--- config.mk ---
export PLATFORM = sky130hd
export DESIGN_NAME = pgm_port5
export DESIGN_NICKNAME = d
export VERILOG_FILES = /design/src/common/pgm_pkg.sv /design/src/core/pgm_pin_mux.sv /design/src/core/pgm_port5.sv
export SDC_FILE = /design/constraint.sdc
export NUM_CORES = 1
export LEC_CHECK = 0
export ABC_AREA = 1
export BUFFER_PORTS_ARGS = -buffer_cell sky130_fd_sc_hd__buf_2
export CAP_MARGIN = 10
export CORE_ASPECT_RATIO = 1.4
export CORE_UTILIZATION = 49
export CTS_CLUSTER_SIZE = 16
export DETAILED_ROUTE_END_ITERATION = 8
export PLACE_DENSITY = 0.81
export SETUP_SLACK_MARGIN = 0.2
export SLEW_MARGIN = 20
export SYNTH_ARGS = -nofsm -noshare
export SYNTH_HDL_FRONTEND = slang
export SYNTH_SLANG_ARGS = --single-unit
export TNS_END_PERCENT = 10
--- constraint.sdc ---
create_clock -name ref_clk -period 0.9 [get_ports ref_clk]
set_input_delay 0.225 -clock ref_clk [delete_from_list [all_inputs] [get_ports ref_clk]]
set_output_delay 0.225 -clock ref_clk [all_outputs]
set_load 0.05 [all_outputs]
--- src/common/pgm_pkg.sv ---
package pgm_pkg;

    // Register map on the plain register port
    localparam logic [3:0] ADDR_PORT_DIR   = 4'h0;
    localparam logic [3:0] ADDR_PORT_LATCH = 4'h1;
    localparam logic [3:0] ADDR_MUX_CTRL   = 4'h2;
    localparam logic [3:0] ADDR_IRQ_SEL    = 4'h3;
    localparam logic [3:0] ADDR_IRQ_EN     = 4'h4;

    localparam logic [7:0] PORT_DIR_RESET   = 8'h00;
    localparam logic [7:0] PORT_LATCH_RESET = 8'h00;
    localparam logic [7:0] MUX_CTRL_RESET   = 8'h00;
    localparam logic [7:0] IRQ_SEL_RESET    = 8'h00;
    localparam logic [7:0] IRQ_EN_RESET     = 8'h00;

    // Field positions in the mux control register
    localparam int MUX_PWM_A_BIT   = 0;
    localparam int MUX_PWM_B_BIT   = 1;
    localparam int MUX_C1_RX_BIT   = 2;
    localparam int MUX_C1_TX_BIT   = 3;
    localparam int MUX_C1_CARD_BIT = 4;
    localparam int MUX_C3_RX_BIT   = 5;
    localparam int MUX_C3_TX_BIT   = 6;
    localparam int MUX_C3_CARD_BIT = 7;

    // Pin positions of the peripheral functions
    localparam int PIN_UART_TX = 0;
    localparam int PIN_UART_RX = 1;
    localparam int PIN_C1_TX   = 2;
    localparam int PIN_C1_RX   = 3;
    localparam int PIN_C3_TX   = 4;
    localparam int PIN_C3_RX   = 5;
    localparam int PIN_PWM_0   = 6;
    localparam int PIN_PWM_1   = 7;

    typedef struct packed {
        logic [3:0] addr;
        logic [7:0] wdata;
        logic       wr;
        logic       rd;
    } pgm_bus_req_t;

    typedef struct packed {
        logic pwm_drive_a;
        logic pwm_drive_b;
        logic c1_rx_on;
        logic c1_tx_on;
        logic c1_card;
        logic c3_rx_on;
        logic c3_tx_on;
        logic c3_card;
        logic uart_on;
    } pgm_mux_sel_t;

    typedef struct packed {
        logic pwm_out_1;
        logic pwm_out_0;
        logic chan3_tx;
        logic chan3_rx_out;
        logic chan3_rx_oe;
        logic chan1_tx;
        logic chan1_rx_out;
        logic chan1_rx_oe;
        logic uart_tx;
    } pgm_periph_out_t;

endpackage : pgm_pkg

--- src/core/pgm_pin_mux.sv ---
module pgm_pin_mux
    import pgm_pkg::*;
(
    // Selection and general port state
    input  wire pgm_mux_sel_t    sel,
    input  wire logic [7:0]      dir,
    input  wire logic [7:0]      latch,
    // Peripheral drive
    input  wire pgm_periph_out_t per,
    // Pin drive, enable active low
    output logic [7:0]           pin_out,
    output logic [7:0]           pin_oe_n
);

    function automatic logic [1:0] gen_pin(input logic d, input logic v);
        gen_pin = {v, ~d};
    endfunction : gen_pin

    logic [1:0] g [8];

    always_comb begin
        for (int i = 0; i < 8; i++) begin
            g[i] = gen_pin(dir[i], latch[i]);  // [RULE1]
        end
        for (int i = 0; i < 8; i++) begin
            pin_out[i]  = g[i][1];
            pin_oe_n[i] = g[i][0];
        end
        // Overrides touch only their own pin; latch and direction stay intact [RULE14]
        if (sel.pwm_drive_b) begin  // [RULE5]
            pin_out[PIN_PWM_1]  = per.pwm_out_1;
            pin_oe_n[PIN_PWM_1] = 1'b0;
        end
        if (sel.pwm_drive_a) begin  // [RULE6]
            pin_out[PIN_PWM_0]  = per.pwm_out_0;
            pin_oe_n[PIN_PWM_0] = 1'b0;
        end
        if (sel.c3_rx_on) begin  // [RULE7]
            pin_out[PIN_C3_RX]  = per.chan3_rx_out;
            pin_oe_n[PIN_C3_RX] = sel.c3_card ? per.chan3_rx_oe : 1'b1;
        end
        if (sel.c3_tx_on && !sel.c3_card) begin  // [RULE8]
            pin_out[PIN_C3_TX]  = per.chan3_tx;
            pin_oe_n[PIN_C3_TX] = 1'b0;
        end
        if (sel.c1_rx_on) begin  // [RULE9]
            pin_out[PIN_C1_RX]  = per.chan1_rx_out;
            pin_oe_n[PIN_C1_RX] = sel.c1_card ? per.chan1_rx_oe : 1'b1;
        end
        if (sel.c1_tx_on && !sel.c1_card) begin  // [RULE10]
            pin_out[PIN_C1_TX]  = per.chan1_tx;
            pin_oe_n[PIN_C1_TX] = 1'b0;
        end
        if (sel.uart_on) begin
            pin_out[PIN_UART_RX]  = 1'b0;  // [RULE11]
            pin_oe_n[PIN_UART_RX] = 1'b1;
            pin_out[PIN_UART_TX]  = per.uart_tx;  // [RULE12]
            pin_oe_n[PIN_UART_TX] = 1'b0;
        end
    end

endmodule : pgm_pin_mux

--- src/core/pgm_port5.sv ---
// Operation
// RULE1 - A general port pin drives out when its direction bit is 1 and is an input when 0.
// RULE2 - The direction register has eight write-only bits that reset to 0.
// RULE3 - The output latch holds the general output values and resets to 0.
// RULE4 - Reading the latch gives latch bits where direction is 1 and live pin levels where 0.
// RULE5 - Pin 7 is PWM output 1 when drive B is set, else the direction bit decides.
// RULE6 - Pin 6 is PWM output 0 when drive A is set, else the direction bit decides.
// RULE7 - Pin 5 is channel 3 receive when enabled, bidirectional in card mode, else general.
// RULE8 - Pin 4 is channel 3 transmit only with transmit on and card mode off, else general.
// RULE9 - Pin 3 is channel 1 receive when enabled, bidirectional in card mode, else general.
// RULE10 - Pin 2 is channel 1 transmit only with transmit on and card mode off, else general.
// RULE11 - Pin 1 is the FIFO UART receive input while that UART is on, else general.
// RULE12 - Pin 0 is the FIFO UART transmit output while that UART is on, else general.
// RULE13 - Pin n feeds external interrupt 8 plus n when its select is 0 and enable is 1.
// RULE14 - A peripheral overrides only its own pin and leaves latch and direction untouched.
//
// The address-and-strobe port and the placing of the registers are this design's own decisions.
module pgm_port5
    import pgm_pkg::*;
(
    // Clock and reset
    input  wire logic       ref_clk,
    input  wire logic       reset_n,
    // Register port
    input  wire logic [3:0] addr,
    input  wire logic [7:0] wdata,
    input  wire logic       wr_en,
    input  wire logic       rd_en,
    output logic [7:0]      rdata,
    // Peripheral enables
    input  wire logic       uart_on,
    // Peripheral outputs toward pins
    input  wire logic       pwm_out_1,
    input  wire logic       pwm_out_0,
    input  wire logic       chan3_tx_pin,
    input  wire logic       chan3_rx_drive,
    input  wire logic       chan3_rx_oe_n,
    input  wire logic       chan1_tx_pin,
    input  wire logic       chan1_rx_drive,
    input  wire logic       chan1_rx_oe_n,
    input  wire logic       fifo_uart_tx_pin,
    // Pins
    input  wire logic [7:0] pin_in,
    output logic [7:0]      pin_out,
    output logic [7:0]      pin_oe_n,
    // Inputs to peripherals and interrupt controller
    output logic            chan3_rx_pin,
    output logic            chan1_rx_pin,
    output logic            fifo_uart_rx_pin,
    output logic [7:0]      ext_irq_n
);

    pgm_bus_req_t    req;
    pgm_mux_sel_t    sel;
    pgm_periph_out_t per;

    logic [7:0] port_dir_reg, port_dir_next;
    logic [7:0] port_latch_reg, port_latch_next;
    logic [7:0] mux_ctrl_reg, mux_ctrl_next;
    logic [7:0] irq_sel_reg, irq_sel_next;
    logic [7:0] irq_en_reg, irq_en_next;
    logic [7:0] rdata_reg, rdata_next;
    logic [7:0] pin_out_reg, pin_oe_n_reg;
    logic [7:0] mux_out, mux_oe_n;
    logic [2:0] rx_in_reg, rx_in_next;
    logic [7:0] irq_reg, irq_next;

    assign req = '{addr: addr, wdata: wdata, wr: wr_en, rd: rd_en};

    assign sel = '{pwm_drive_a: mux_ctrl_reg[MUX_PWM_A_BIT],
                   pwm_drive_b: mux_ctrl_reg[MUX_PWM_B_BIT],
                   c1_rx_on:    mux_ctrl_reg[MUX_C1_RX_BIT],
                   c1_tx_on:    mux_ctrl_reg[MUX_C1_TX_BIT],
                   c1_card:     mux_ctrl_reg[MUX_C1_CARD_BIT],
                   c3_rx_on:    mux_ctrl_reg[MUX_C3_RX_BIT],
                   c3_tx_on:    mux_ctrl_reg[MUX_C3_TX_BIT],
                   c3_card:     mux_ctrl_reg[MUX_C3_CARD_BIT],
                   uart_on:     uart_on};

    assign per = '{pwm_out_1:    pwm_out_1,
                   pwm_out_0:    pwm_out_0,
                   chan3_tx:     chan3_tx_pin,
                   chan3_rx_out: chan3_rx_drive,
                   chan3_rx_oe:  chan3_rx_oe_n,
                   chan1_tx:     chan1_tx_pin,
                   chan1_rx_out: chan1_rx_drive,
                   chan1_rx_oe:  chan1_rx_oe_n,
                   uart_tx:      fifo_uart_tx_pin};

    pgm_pin_mux u_mux (
        .sel      (sel),
        .dir      (port_dir_reg),
        .latch    (port_latch_reg),
        .per      (per),
        .pin_out  (mux_out),
        .pin_oe_n (mux_oe_n)
    );

    // Register writes and read data
    always_comb begin
        port_dir_next   = port_dir_reg;
        port_latch_next = port_latch_reg;
        mux_ctrl_next   = mux_ctrl_reg;
        irq_sel_next    = irq_sel_reg;
        irq_en_next     = irq_en_reg;
        rdata_next      = 8'h00;
        if (req.wr) begin
            if (req.addr == ADDR_PORT_DIR) begin
                port_dir_next = req.wdata;  // [RULE2]
            end else if (req.addr == ADDR_PORT_LATCH) begin
                port_latch_next = req.wdata;  // [RULE3]
            end else if (req.addr == ADDR_MUX_CTRL) begin
                mux_ctrl_next = req.wdata;
            end else if (req.addr == ADDR_IRQ_SEL) begin
                irq_sel_next = req.wdata;
            end else if (req.addr == ADDR_IRQ_EN) begin
                irq_en_next = req.wdata;
            end
        end
        if (req.rd) begin
            // Direction is write-only and reads as zero, like unmapped space
            if (req.addr == ADDR_PORT_LATCH) begin
                rdata_next = (port_latch_reg & port_dir_reg)
                           | (pin_in & ~port_dir_reg);  // [RULE4]
            end else if (req.addr == ADDR_MUX_CTRL) begin
                rdata_next = mux_ctrl_reg;
            end else if (req.addr == ADDR_IRQ_SEL) begin
                rdata_next = irq_sel_reg;
            end else if (req.addr == ADDR_IRQ_EN) begin
                rdata_next = irq_en_reg;
            end
        end
    end

    // Input routing; pins keep feeding the port read path in parallel
    always_comb begin
        rx_in_next = {pin_in[PIN_C3_RX], pin_in[PIN_C1_RX], pin_in[PIN_UART_RX]};
        for (int i = 0; i < 8; i++) begin
            // Idle high when not routed, since the lines are active low
            irq_next[i] = (!irq_sel_reg[i] && irq_en_reg[i]) ? pin_in[i] : 1'b1;  // [RULE13]
        end
    end

    always_ff @(posedge ref_clk or negedge reset_n) begin
        if (!reset_n) begin
            port_dir_reg   <= PORT_DIR_RESET;
            port_latch_reg <= PORT_LATCH_RESET;
            mux_ctrl_reg   <= MUX_CTRL_RESET;
            irq_sel_reg    <= IRQ_SEL_RESET;
            irq_en_reg     <= IRQ_EN_RESET;
            rdata_reg      <= 8'h00;
            pin_out_reg    <= 8'h00;
            pin_oe_n_reg   <= 8'hFF;
            rx_in_reg      <= 3'h7;
            irq_reg        <= 8'hFF;
        end else begin
            port_dir_reg   <= port_dir_next;
            port_latch_reg <= port_latch_next;
            mux_ctrl_reg   <= mux_ctrl_next;
            irq_sel_reg    <= irq_sel_next;
            irq_en_reg     <= irq_en_next;
            rdata_reg      <= rdata_next;
            // Registered pin drive adds one cycle of latency after a write
            pin_out_reg    <= mux_out;
            pin_oe_n_reg   <= mux_oe_n;
            rx_in_reg      <= rx_in_next;
            irq_reg        <= irq_next;
        end
    end

    assign rdata            = rdata_reg;
    assign pin_out          = pin_out_reg;
    assign pin_oe_n         = pin_oe_n_reg;
    assign chan3_rx_pin     = rx_in_reg[2];
    assign chan1_rx_pin     = rx_in_reg[1];
    assign fifo_uart_rx_pin = rx_in_reg[0];
    assign ext_irq_n        = irq_reg;

endmodule : pgm_port5

; ---- Yosys cells after proc, flatten, opt, wreduce, memory -nomap -nowiden
; Index checks and enable logic that the tools add are counted.
[classes]
n_reduce_logical = 26
n_mux = 29
n_eq_ne = 4
bitwise_logic = 16
[op_table]
columns = cell, n
row1 = 2-to-1 mux 8 bit, 5
row2 = 2-to-1 mux 1 bit, 22
row3 = bitwise AND 8 bit, 2
row4 = inverter 1 bit, 12
row5 = logical AND 1 bit, 10
row6 = zero test 1 bit, 10
row7 = "equality test 4 x 2 -> 1 bit, second input constant", 2
row8 = inverter 8 bit, 1
row9 = OR 8 bit, 1
row10 = AND reduction 6 bit, 1
row11 = AND reduction 5 bit, 1
row12 = "equality test 4 x 1 -> 1 bit, second input constant", 1
row13 = "equality test 4 x 3 -> 1 bit, second input constant", 1
row14 = zero test 4 bit, 1
row15 = 2-to-1 mux 2 bit, 2
row16 = AND reduction 4 bit, 1
row17 = AND reduction 3 bit, 1
row18 = AND reduction 2 bit, 1
[word_totals]
in_bits = 34
word_cells = 85
reg_bits = 75

; ---- Longest topological paths before layout
; Gate-level depths: netlist of the first run.
[logic_depth]
depth_word = 6
mapped_depth = 8

; ---- By module
; A second synthesis of the first run with hierarchy kept.
[hier_totals]
cells_unflattened = 334
hier_area_um2 = 3136.8
[by_module_without_submodules]
columns = module, seq_area_each_um2, n_inst, area_each_um2, cells_each
row1 = pgm_port5, 1900.6, 1, 2956.6, 290
row2 = pgm_pin_mux, 0.0, 1, 180.2, 44

; ---- Worst setup path before layout of the first run
; No wires, ideal clock.
[synth_path]
kind = input to register
startpoint = input port addr[2]
endpoint = register port_dir_reg[6]
t_required_ns = 0.771
slack_ns = -0.167
setup_ns = 0.129
path_stages = 6
t_arrival_ns = 0.938
cell_sequence = nor2_1 buf_2 nand3_4 buf_6 nand2_1 o21ai_0
[synth_between]
elab_chain_cells = 2
[synth_lines]
columns = item, line_no
row1 = start: declaration, pgm_port5.sv:25  ; input wire logic [3:0] addr,
row2 = zero test 4 bit, pgm_port5.sv:108  ; if (req.addr == ADDR_PORT_DIR) begin
row3 = AND reduction 2 bit (no source line), n/a
row4 = end signal: assignment, pgm_port5.sv:157  ; port_dir_reg <= port_dir_next;
row5 = end: declaration, pgm_port5.sv:57  ; logic [7:0] port_dir_reg, port_dir_next;
; Every way passes these cells.
; A chain may end at the register's enable or synchronous reset.

; ---- Worst setup path after layout of the first run
[layout_path]
startpoint = register irq_reg[6] (netlist: ext_irq_n[6])
endpoint = output port ext_irq_n[6]
[layout_rtl]
columns = item, line_no
row1 = start: declaration, pgm_port5.sv:66  ; logic [7:0] irq_reg, irq_next;
row2 = start signal: assignment, pgm_port5.sv:167  ; irq_reg <= irq_next;
row3 = end: declaration, pgm_port5.sv:50  ; output logic [7:0] ext_irq_n
; No word-level cell between the ends.

==> results of run 1 <==
==> cell type report <==
type                    count  area share
clock buffers              12      0.0328
clock inverters             4      0.0106
flip-flops and latches     75       0.403
well taps                  72      0.0191
repair buffers             97       0.204
inverters                  44      0.0437
multi-input cells         214       0.287
==> cell families (layout without fill, tap and decap cells) <==
group	after synthesis	count (layout)	synth area share
simple gates	141	141	0.192
flops	75	75	0.584
compound gates	70	70	0.138
buf+inv	51	157	0.0757
mux	3	3	0.0104
==> metrics by stage <==
stage                     total power (W)  worst slack, ps  instance area [um2]   util
after CTS                          0.0104             -381                 4610  0.732
final                              0.0106             -369                 4730  0.751
after floorplan                   0.00628            -49.5                 3370      -
after global routing               0.0111             -402                 4730  0.751
after detailed placement          0.00714             -461                 3950  0.627
after global placement            0.00706             -439                 3950  0.627
==> routing by layer <==
layer | global-route usage | routed length (um) | share of wire | vias to the layer above
li1 | - | - | - | 1279
met1 | 0.290 | 3190 | 0.39 | 1344
met2 | 0.446 | 4270 | 0.53 | 99
met3 | 0.0521 | 345 | 0.043 | 25
met4 | 0.134 | 308 | 0.038 | 0
met5 | 0 | 0 | 0 | -
==> repair_timing <==
action                                  4_1_cts  5_1_grt
endpoints found under the setup margin       95       99
pin swaps                                    43       44
endpoints found under the hold margin        58       56
resized for setup                           152       42
==> cell usage after synthesis <==
cell     instances  area share
nand2_2          3      0.0058
nor2_4           3       0.010
dfstp_2         19        0.15
inv_2            3      0.0035
mux2_2           3       0.010
nor2_2           2      0.0038
buf_2            1      0.0015
buf_6            5       0.017
inv_1           41       0.047
o21ai_1          9       0.014
o21ai_0         30       0.046
nor2_8           1      0.0062
nand3_4          1      0.0054
nand3_1         13       0.020
o21a_1           3      0.0069
buf_12           1      0.0062
dfrtp_1         56        0.43
a21oi_1          4      0.0062
nand2_4          2      0.0069
nand2_1         92        0.11
nor2_1          24       0.028
o21ai_2         24       0.065
==> power breakdown <==
group / total [W] / switching [W] / leakage, nW / internal, W
Combinational: 0.00331 / 0.00190 / 1.25 / 0.00140
Clock: 0.00267 / 0.00124 / 0.0986 / 0.00143
Sequential: 0.00463 / 0.000520 / 0.908 / 0.00411
Total: 0.0106 / 0.00367 / 2.26 / 0.00694
==> worst paths after layout <==
kind                                             startpoint                          to  slack [ps]  cells after the start
worst max-delay path                 ext_irq_n[6]$_DFF_PN1_                ext_irq_n[6]        -370                      1
worst min-delay path                                reset_n  irq_sel_reg[5]$_DFFE_PN0P_        -140                      2
worst max register to register  mux_ctrl_reg[7]$_DFFE_PN0P_        pin_out[4]$_DFF_PN0_        -110                      2
worst min register to register    irq_en_reg[4]$_DFFE_PN0P_      ext_irq_n[4]$_DFF_PN1_         430                      1
max in group asynchronous                           reset_n       pin_oe_n[7]$_DFF_PN1_         710                      2
min in group ref_clk                                uart_on       pin_oe_n[0]$_DFF_PN1_          40                      2
==> results.py, run 1 <==
metrics = {
    "status": {
        "status": "complete, but fails checks",
        "violations": "hold timing, setup timing",
    },
    "floorplan": {
        "die_h_um": 98.4,
        "die_x_um": 70.9,
        "num_rows": 34,
        "core-area_um2": 6300,
        "start_util": 0.517,
        "ioPinCount": 69,
        "dieArea_um2": 6980,
    },
    "place": {
        "place_hpwl_mm": 5.21,
        "dp_cells": 500,
        "gp_congestion": 0.860,
        "port_buffers": 68,
    },
    "grt": {
        "grt.total_usage": 0.254,
        "antenna_found_initial": 0,
        "grt_pass1_wl_mm": 13.4,
        "grt-ovfl-total": 0,
        "grt_pass1_vias": 2786,
        "grt_max_degree": 51,
    },
    "critical_path": {
        "crit_slowest_cell": "dfstp_2",
        "critPathArrivalTime_ps": 1040,
        "start_kind": "flop",
        "cp_max_fo": 1,
        "cp.required_ps": 670,
        "cp-end-kind": "primary output",
        "crit_family": "flip-flops",
        "worst-path-buf-inv": 1,
        "worst-setup-path-type": "flop to primary output",
        "slowest_delay_ps": 550,
        "worstPathCellList": "buf_8",
    },
    "logic_synthesis": {
        "synth_cell_types": 22,
        "ys_ff_latch": 75,
        "synthCells": 340,
        "ys_warn_count": 0,
        "synth_fp_nets": 374,
        "synth.avg_cell_area_um2": 9.57,
        "syn_area_um2": 3250,
        "ys_seq_area_frac": 0.584,
    },
    "sta": {
        "post-route-period-util": 1.41,
        "clock.fmax_mhz": 788,
        "setup_viol": 41,
        "drv_slew": 0,
        "hold_ws_ps": -141,
        "tightestPinTransition_ps": 313,
        "fin_skew_ps": 11.5,
        "layout_setup_ws_ps": -369,
        "rsz0062_at_grt": "true",
        "tns_ps": -10610,
        "hold_violations": 56,
        "slew_headroom": 0.792,
        "min_period_ps": 1270,
    },
    "cts": {
        "clkTransAtPathRegs_ps": 80,
        "cts_tree": "done",
        "root_buffer": "clkbuf_8",
        "cts.sinks": 75,
        "numCtsBuffers": 9,
        "ctsHtreeMaxLevel": 3,
        "clkLatencyLatePin_ps": 360,
        "ctsHoldBuffers": 2,
        "clockBufferDepth": 2,
        "cts_setup_buffers": 0,
    },
    "cells_and_area": {
        "area_delta_synth_final_pct": 45.2,
        "multi_input_area_um2": 1360,
        "insertedDiodeCount": 0,
        "nets": 475,
        "fillCellCount": 395,
        "seq_area_um2": 1900,
        "final_cell_mix": "nand2_1, dfrtp_1, inv_1, buf_2",
        "fin_cells": 518,
        "final_common_cell": "nand2_1",
        "drive_above_1_share": 0.527,
    },
    "detailed_routing": {
        "first_pass_iters": 7,
        "vias_per_cell": 5.30,
        "route.detailed.drc": 0,
        "postRouteWirelength_mm": 8.11,
        "drt_iter0_drc": 194,
        "vias": 2747,
        "wl_per_cell_um": 15.7,
        "antenna_left": 0,
    },
    "job": {
        "cap_violations": 0,
    },
    "pwr": {
        "p_leak_nw": 2.26,
        "max-vdd-ir-drop_uv": 1680,
        "power_density_nw_per_um2": 2240,
    },
    "min_path": {
        "min_path_type": "input pin to asynchronous set/reset pin",
    },
}
Power figures use the tool's default switching activity.
==> inputs of run 2 (changes only) <==
--- a/config.mk
+++ b/config.mk
@@ -5,14 +5,14 @@
 export SDC_FILE = /design/constraint.sdc
 export NUM_CORES = 1
 export LEC_CHECK = 0
-export ABC_AREA = 1
 export BUFFER_PORTS_ARGS = -buffer_cell sky130_fd_sc_hd__buf_2
 export CAP_MARGIN = 10
 export CORE_ASPECT_RATIO = 1.4
-export CORE_UTILIZATION = 49
+export CORE_UTILIZATION = 48
 export CTS_CLUSTER_SIZE = 16
 export DETAILED_ROUTE_END_ITERATION = 8
-export PLACE_DENSITY = 0.81
+export MAX_ROUTING_LAYER = met4
+export PLACE_DENSITY = 0.8
 export SETUP_SLACK_MARGIN = 0.2
 export SLEW_MARGIN = 20
 export SYNTH_ARGS = -nofsm -noshare
==> run 2 against run 1 <==
The flow still finishes with violations (hold timing, setup timing). Final area fell by 6.4%. First-iteration DRC count rose by 3.6%. Worst hold slack barely moved. Routed wire length fell by 13%.
==> results.py, run 2 <==
metrics = {
    "cts": {
        "ctsHtreeMaxLevel": 3,
        "cts_setup_buffers": 0,
        "clkTransAtPathRegs_ps": 70,
        "clkLatencyLatePin_ps": 350,
        "root_buffer": "clkbuf_8",
        "cts_tree": "done",
        "ctsHoldBuffers": 3,
        "cts.sinks": 75,
        "clockBufferDepth": 2,
        "numCtsBuffers": 9,
    },
    "floorplan": {
        "start_util": 0.495,
        "core-area_um2": 6210,
        "dieArea_um2": 6730,
        "die_x_um": 69.6,
        "die_h_um": 96.7,
        "num_rows": 34,
        "ioPinCount": 69,
    },
    "critical_path": {
        "rr_worst_depth": 4,
        "cp.required_ps": 670,
        "cp_max_fo": 1,
        "worst-path-buf-inv": 1,
        "start_kind": "flop",
        "slowest_delay_ps": 550,
        "r2r-start": "irq_sel_reg[4]$_DFFE_PN0P_",
        "cp-end-kind": "primary output",
        "crit_start": "ext_irq_n[2]$_DFF_PN1_",
        "cp.depth": 1,
        "crit_slowest_cell": "dfstp_2",
        "worst-setup-path-type": "flop to primary output",
        "critPathArrivalTime_ps": 1040,
        "setup.worst_path.end": "ext_irq_n[2]",
        "worstPathCellList": "buf_8",
        "reg2reg_to": "rdata[4]$_DFF_PN0_",
        "crit_family": "flip-flops",
        "reg2reg_slack_ps": -320,
    },
    "logic_synthesis": {
        "synth_area_leaders": "dfrtp_1, mux2_2, dfstp_2",
        "synth.most_common_cell": "dfrtp_1",
        "syn_area_um2": 3070,
        "synth_commonest_cells": "dfrtp_1, mux2_2, dfstp_2",
        "synth_top_flop_cell": "dfrtp_1",
        "synth_cell_types": 32,
        "yosysTopAreaCell": "dfrtp_1",
        "synth_top_area_share": 0.456,
        "synth_fp_nets": 254,
        "synth.avg_cell_area_um2": 14.0,
        "ys_ff_latch": 75,
        "async_reset_ff_frac": 1.00,
        "synthCells": 220,
        "synth_edf_count": 0,
        "ys_seq_area_frac": 0.618,
        "ys_warn_count": 0,
    },
    "cells_and_area": {
        "final_area_um2": 4430,
        "final_cell_mix": "dfrtp_1, mux2_2, buf_6",
        "drive_above_1_share": 0.623,
        "utilization": 0.713,
        "insertedDiodeCount": 0,
        "final_common_cell": "dfrtp_1",
        "area_delta_synth_final_pct": 44.0,
        "nets": 363,
    },
    "detailed_routing": {
        "route.detailed.drc": 0,
        "wl_per_cell_um": 17.4,
        "drt_iter0_drc": 201,
        "antenna_left": 0,
        "vias": 2166,
        "vias_per_cell": 5.33,
        "first_pass_iters": 4,
        "postRouteWirelength_mm": 7.07,
    },
    "pwr": {
        "max-vdd-ir-drop_uv": 1390,
        "p_leak_nw": 2.06,
        "power_density_nw_per_um2": 2380,
        "total_power_w": 0.0105,
    },
    "sta": {
        "layout_setup_ws_ps": -363,
        "tns_ps": -13740,
        "post-route-period-util": 1.40,
        "slew_headroom": 0.755,
        "tightestPinTransition_ps": 366,
        "min_period_ps": 1260,
        "rsz0062_at_grt": "true",
        "hold_violations": 56,
        "hold_ws_ps": -141,
        "fin_skew_ps": 8.01,
        "setup_viol": 76,
        "drv_slew": 0,
        "clock.fmax_mhz": 792,
    },
    "place": {
        "gp_congestion": 0.826,
        "placed_area_um2": 3760,
        "place_hpwl_mm": 4.88,
        "place_ws_ps": -564,
        "port_buffers": 68,
    },
    "status": {
        "status": "complete, but fails checks",
        "violations": "hold timing, setup timing",
    },
    "min_path": {
        "min_path_type": "input pin to asynchronous set/reset pin",
    },
    "job": {
        "cap_violations": 0,
    },
    "grt": {
        "grt-ovfl-total": 0,
        "grt_pass1_wl_mm": 11.7,
        "grt_max_degree": 46,
        "grt.total_usage": 0.238,
        "antenna_found_initial": 0,
        "grt_pass1_vias": 2312,
    },
}
run 2: changes by cell type after synthesis, moves of 5 or more:
cell / delta
mux2i_1: +8
o21ai_1: -9
nor2_1: -8
inv_1: -39
buf_6: -5
o21ai_0: -30
o21ai_2: -24
mux2_2: +44
nand2_1: -79
nand3_1: -13
nand2b_1: +10
run 2: cells by family (layout without fill, tap and decap cells):
logic type             Yosys count  in the layout  share of synthesized area
flip-flops                      75             75                      0.618
AND/OR/NAND/NOR                 59             59                      0.112
buffers and inverters            7            121                     0.0126
multiplexers                    55             55                      0.198
AO/OA/AOI/OAI                   24             24                     0.0590
run 2: final cells by class:
class / count / area (um2)
clock inverters: 3 / 45.0
flip-flops and latches: 75 / 1900
fillers: 404 / 1790
well taps: 72 / 90.1
repair buffers: 103 / 970
clock buffers: 13 / 169
inverters: 2 / 7.51
multi-input cells: 138 / 1240
run 2: through the flow:
stage	hold slack, ps	instances
3_5_place_dp	236	387
6_report	-141	406
4_1_cts	-149	406
3_3_place_gp	240	387
2_1_floorplan	-70.6	220
5_1_grt	-148	406
run 2: per-layer routing:
layer,track usage,wire length (um)
met1,0.291,2910
met2,0.363,3680
met3,0.0615,286
met4,0.125,181
met5,-,0
run 2: worst min-delay path by stage:
stage	from	to
2_1_floorplan	reset_n	irq_en_reg[0]$_DFFE_PN0P_
3_3_place_gp	reset_n	pin_out[1]$_DFF_PN0_
3_5_place_dp	reset_n	pin_out[1]$_DFF_PN0_
4_1_cts	reset_n	pin_out[1]$_DFF_PN0_
5_1_grt	reset_n	pin_out[1]$_DFF_PN0_
6_report	reset_n	pin_out[1]$_DFF_PN0_
run 2: what timing repair did:
action | CTS | global route
endpoints found under the hold margin | 59 | 56
setup endpoints to repair | 100 | 101
resized for setup | 108 | 21
cloned | 0 | 0
pin swaps | 12 | 11
run 2: where the power goes:
group	internal, W	total, W	leakage [nW]	switching (W)
registers	0.00415	0.00467	0.898	0.000522
clock network	0.00151	0.00272	0.102	0.00122
logic	0.00155	0.00314	1.06	0.00159
==> inputs of run 3 (changes only) <==
--- a/config.mk
+++ b/config.mk
@@ -5,14 +5,14 @@
 export SDC_FILE = /design/constraint.sdc
 export NUM_CORES = 1
 export LEC_CHECK = 0
-export BUFFER_PORTS_ARGS = -buffer_cell sky130_fd_sc_hd__buf_2
 export CAP_MARGIN = 10
 export CORE_ASPECT_RATIO = 1.4
-export CORE_UTILIZATION = 48
+export CORE_UTILIZATION = 55
 export CTS_CLUSTER_SIZE = 16
 export DETAILED_ROUTE_END_ITERATION = 8
+export DONT_BUFFER_PORTS = 1
 export MAX_ROUTING_LAYER = met4
-export PLACE_DENSITY = 0.8
+export PLACE_DENSITY = 0.78
 export SETUP_SLACK_MARGIN = 0.2
 export SLEW_MARGIN = 20
 export SYNTH_ARGS = -nofsm -noshare
==> run 3 against run 2 <==
The flow still finishes with violations (hold timing, setup timing). Count of clock-buffer cells in the layout up 1. Maximum frequency down 1.9%. Routed wire length down 2.0%. Sequential power rose by 12%. Power fell by 5.6%. Via count is 5.4% lower. First-iteration DRC count is 37% lower. Non-clock buffer count is 50 lower. Core utilization grew 7.3 points. Sequential share of layout area increased by 2.9 points. Largest power group unchanged. Highest routed layer unchanged.
==> results.py, run 3 (same netlist as run 2, synthesis figures left out) <==
metrics = {
    "detailed_routing": {
        "drt_iter0_drc": 126,
        "wl_per_cell_um": 19.8,
        "first_pass_iters": 5,
        "antenna_left": 0,
        "postRouteWirelength_mm": 6.93,
        "route.detailed.drc": 0,
        "vias": 2050,
        "vias_per_cell": 5.86,
    },
    "cts": {
        "clockBufferDepth": 2,
        "numCtsBuffers": 9,
        "cts_setup_buffers": 0,
        "clkTransAtPathRegs_ps": 80,
        "cts.sinks": 75,
        "ctsHoldBuffers": 6,
        "ctsHtreeMaxLevel": 3,
        "clkLatencyLatePin_ps": 350,
        "cts_tree": "done",
        "root_buffer": "clkbuf_8",
    },
    "min_path": {
        "min_path_type": "input pin to asynchronous set/reset pin",
    },
    "sta": {
        "min_period_ps": 1290,
        "tightestPinTransition_ps": 348,
        "hold_violations": 77,
        "slew_headroom": 0.767,
        "tns_ps": -11760,
        "post-route-period-util": 1.43,
        "layout_setup_ws_ps": -388,
        "fin_skew_ps": 7.99,
        "hold_ws_ps": -439,
        "drv_slew": 0,
        "clock.fmax_mhz": 777,
        "rsz0062_at_grt": "true",
        "setup_viol": 55,
    },
    "grt": {
        "grt_pass1_wl_mm": 10.9,
        "grt_pass1_vias": 2118,
        "grt_max_degree": 76,
        "antenna_found_initial": 0,
        "grt.total_usage": 0.261,
        "grt-ovfl-total": 0,
    },
    "cells_and_area": {
        "insertedDiodeCount": 0,
        "area_delta_synth_final_pct": 34.8,
        "fillCellCount": 311,
        "final_common_cell": "dfrtp_1",
        "drive_above_1_share": 0.546,
        "final_cell_mix": "dfrtp_1, mux2_2, mux2_4",
        "fin_cells": 350,
        "seq_area_um2": 1900,
        "multi_input_area_um2": 1300,
        "nets": 313,
    },
    "floorplan": {
        "die_h_um": 90.4,
        "die_x_um": 65.2,
        "core-area_um2": 5280,
        "num_rows": 31,
        "ioPinCount": 69,
        "dieArea_um2": 5890,
        "start_util": 0.583,
    },
    "pwr": {
        "power_density_nw_per_um2": 2400,
        "p_leak_nw": 1.91,
        "max-vdd-ir-drop_uv": 1970,
    },
    "place": {
        "port_buffers": 0,
        "place_hpwl_mm": 4.71,
        "gp_congestion": 0.847,
        "dp_cells": 328,
    },
    "critical_path": {
        "cp.required_ps": 670,
        "worst-setup-path-type": "flop to primary output",
        "cp_max_fo": 1,
        "start_kind": "flop",
        "cp-end-kind": "primary output",
        "critPathArrivalTime_ps": 1060,
    },
    "status": {
        "violations": "hold timing, setup timing",
        "status": "complete, but fails checks",
    },
    "job": {
        "cap_violations": 0,
    },
}
## run 3: cell count changes in the layout (fill, tap and decap cells not counted), moves of 14 or more
cell	change
buf_12	+15
mux2_4	+14
buf_6	-21
buf_8	-16
mux2_2	-14
buf_2	-29
## run 3: power breakdown
group | switching [W] | internal [W]
logic | 0.000889 | 0.00144
registers | 0.00106 | 0.00417
clock network | 0.00115 | 0.00122
## run 3: path summary, 6_finish.rpt
check | startpoint | to | slack, ps | cells after the start
setup / recovery | ext_irq_n[0]$_DFF_PN1_ | ext_irq_n[0] | -390 | 0
hold / removal | reset_n | pin_out[1]$_DFF_PN0_ | -440 | 0
setup reg to reg | irq_sel_reg[6]$_DFFE_PN0P_ | rdata[6]$_DFF_PN0_ | -350 | 4
hold reg to reg | irq_en_reg[5]$_DFFE_PN0P_ | ext_irq_n[5]$_DFF_PN1_ | 430 | 1
max in group asynchronous | reset_n | pin_oe_n[2]$_DFF_PN1_ | 1120 | 0
min in group ref_clk | pin_in[7] | ext_irq_n[7]$_DFF_PN1_ | 0 | 1
## run 3: metal layers
layer  vias up  global-route usage  routed length [um]
li1        898                   -                   -
met1      1059               0.320                2730
met2        84               0.412                3630
met3         9              0.0821                 471
met4         0              0.0743                  95
met5         -                   -                   0
## run 3: area by class of cell
class                   instances  area share
multi-input cells             138       0.314
repair buffers                 53       0.161
clock buffers                  14      0.0417
inverters                       2     0.00181
flip-flops and latches         75       0.459
well taps                      66      0.0199
clock inverters                 2     0.00242
## run 3: timing repair
| action | 4_1_cts | 5_1_grt |
|---|---|---|
| resized for setup | 40 | 14 |
| setup endpoints to repair | 100 | 104 |
| pin swaps | 15 | 14 |
| gates cloned | 0 | 0 |
| hold endpoints to repair | 88 | 77 |
## run 3: stage by stage
stage               area [um2]  power [W]  setup WS, ps  utilization
global route              4140     0.0103          -411        0.785
finish                    4140    0.00994          -388        0.785
CTS                       4090    0.00990          -397        0.775
detailed placement        3710    0.00730          -416        0.703
floorplan                 3110    0.00630          -281            -
global placement          3710    0.00721          -392        0.703
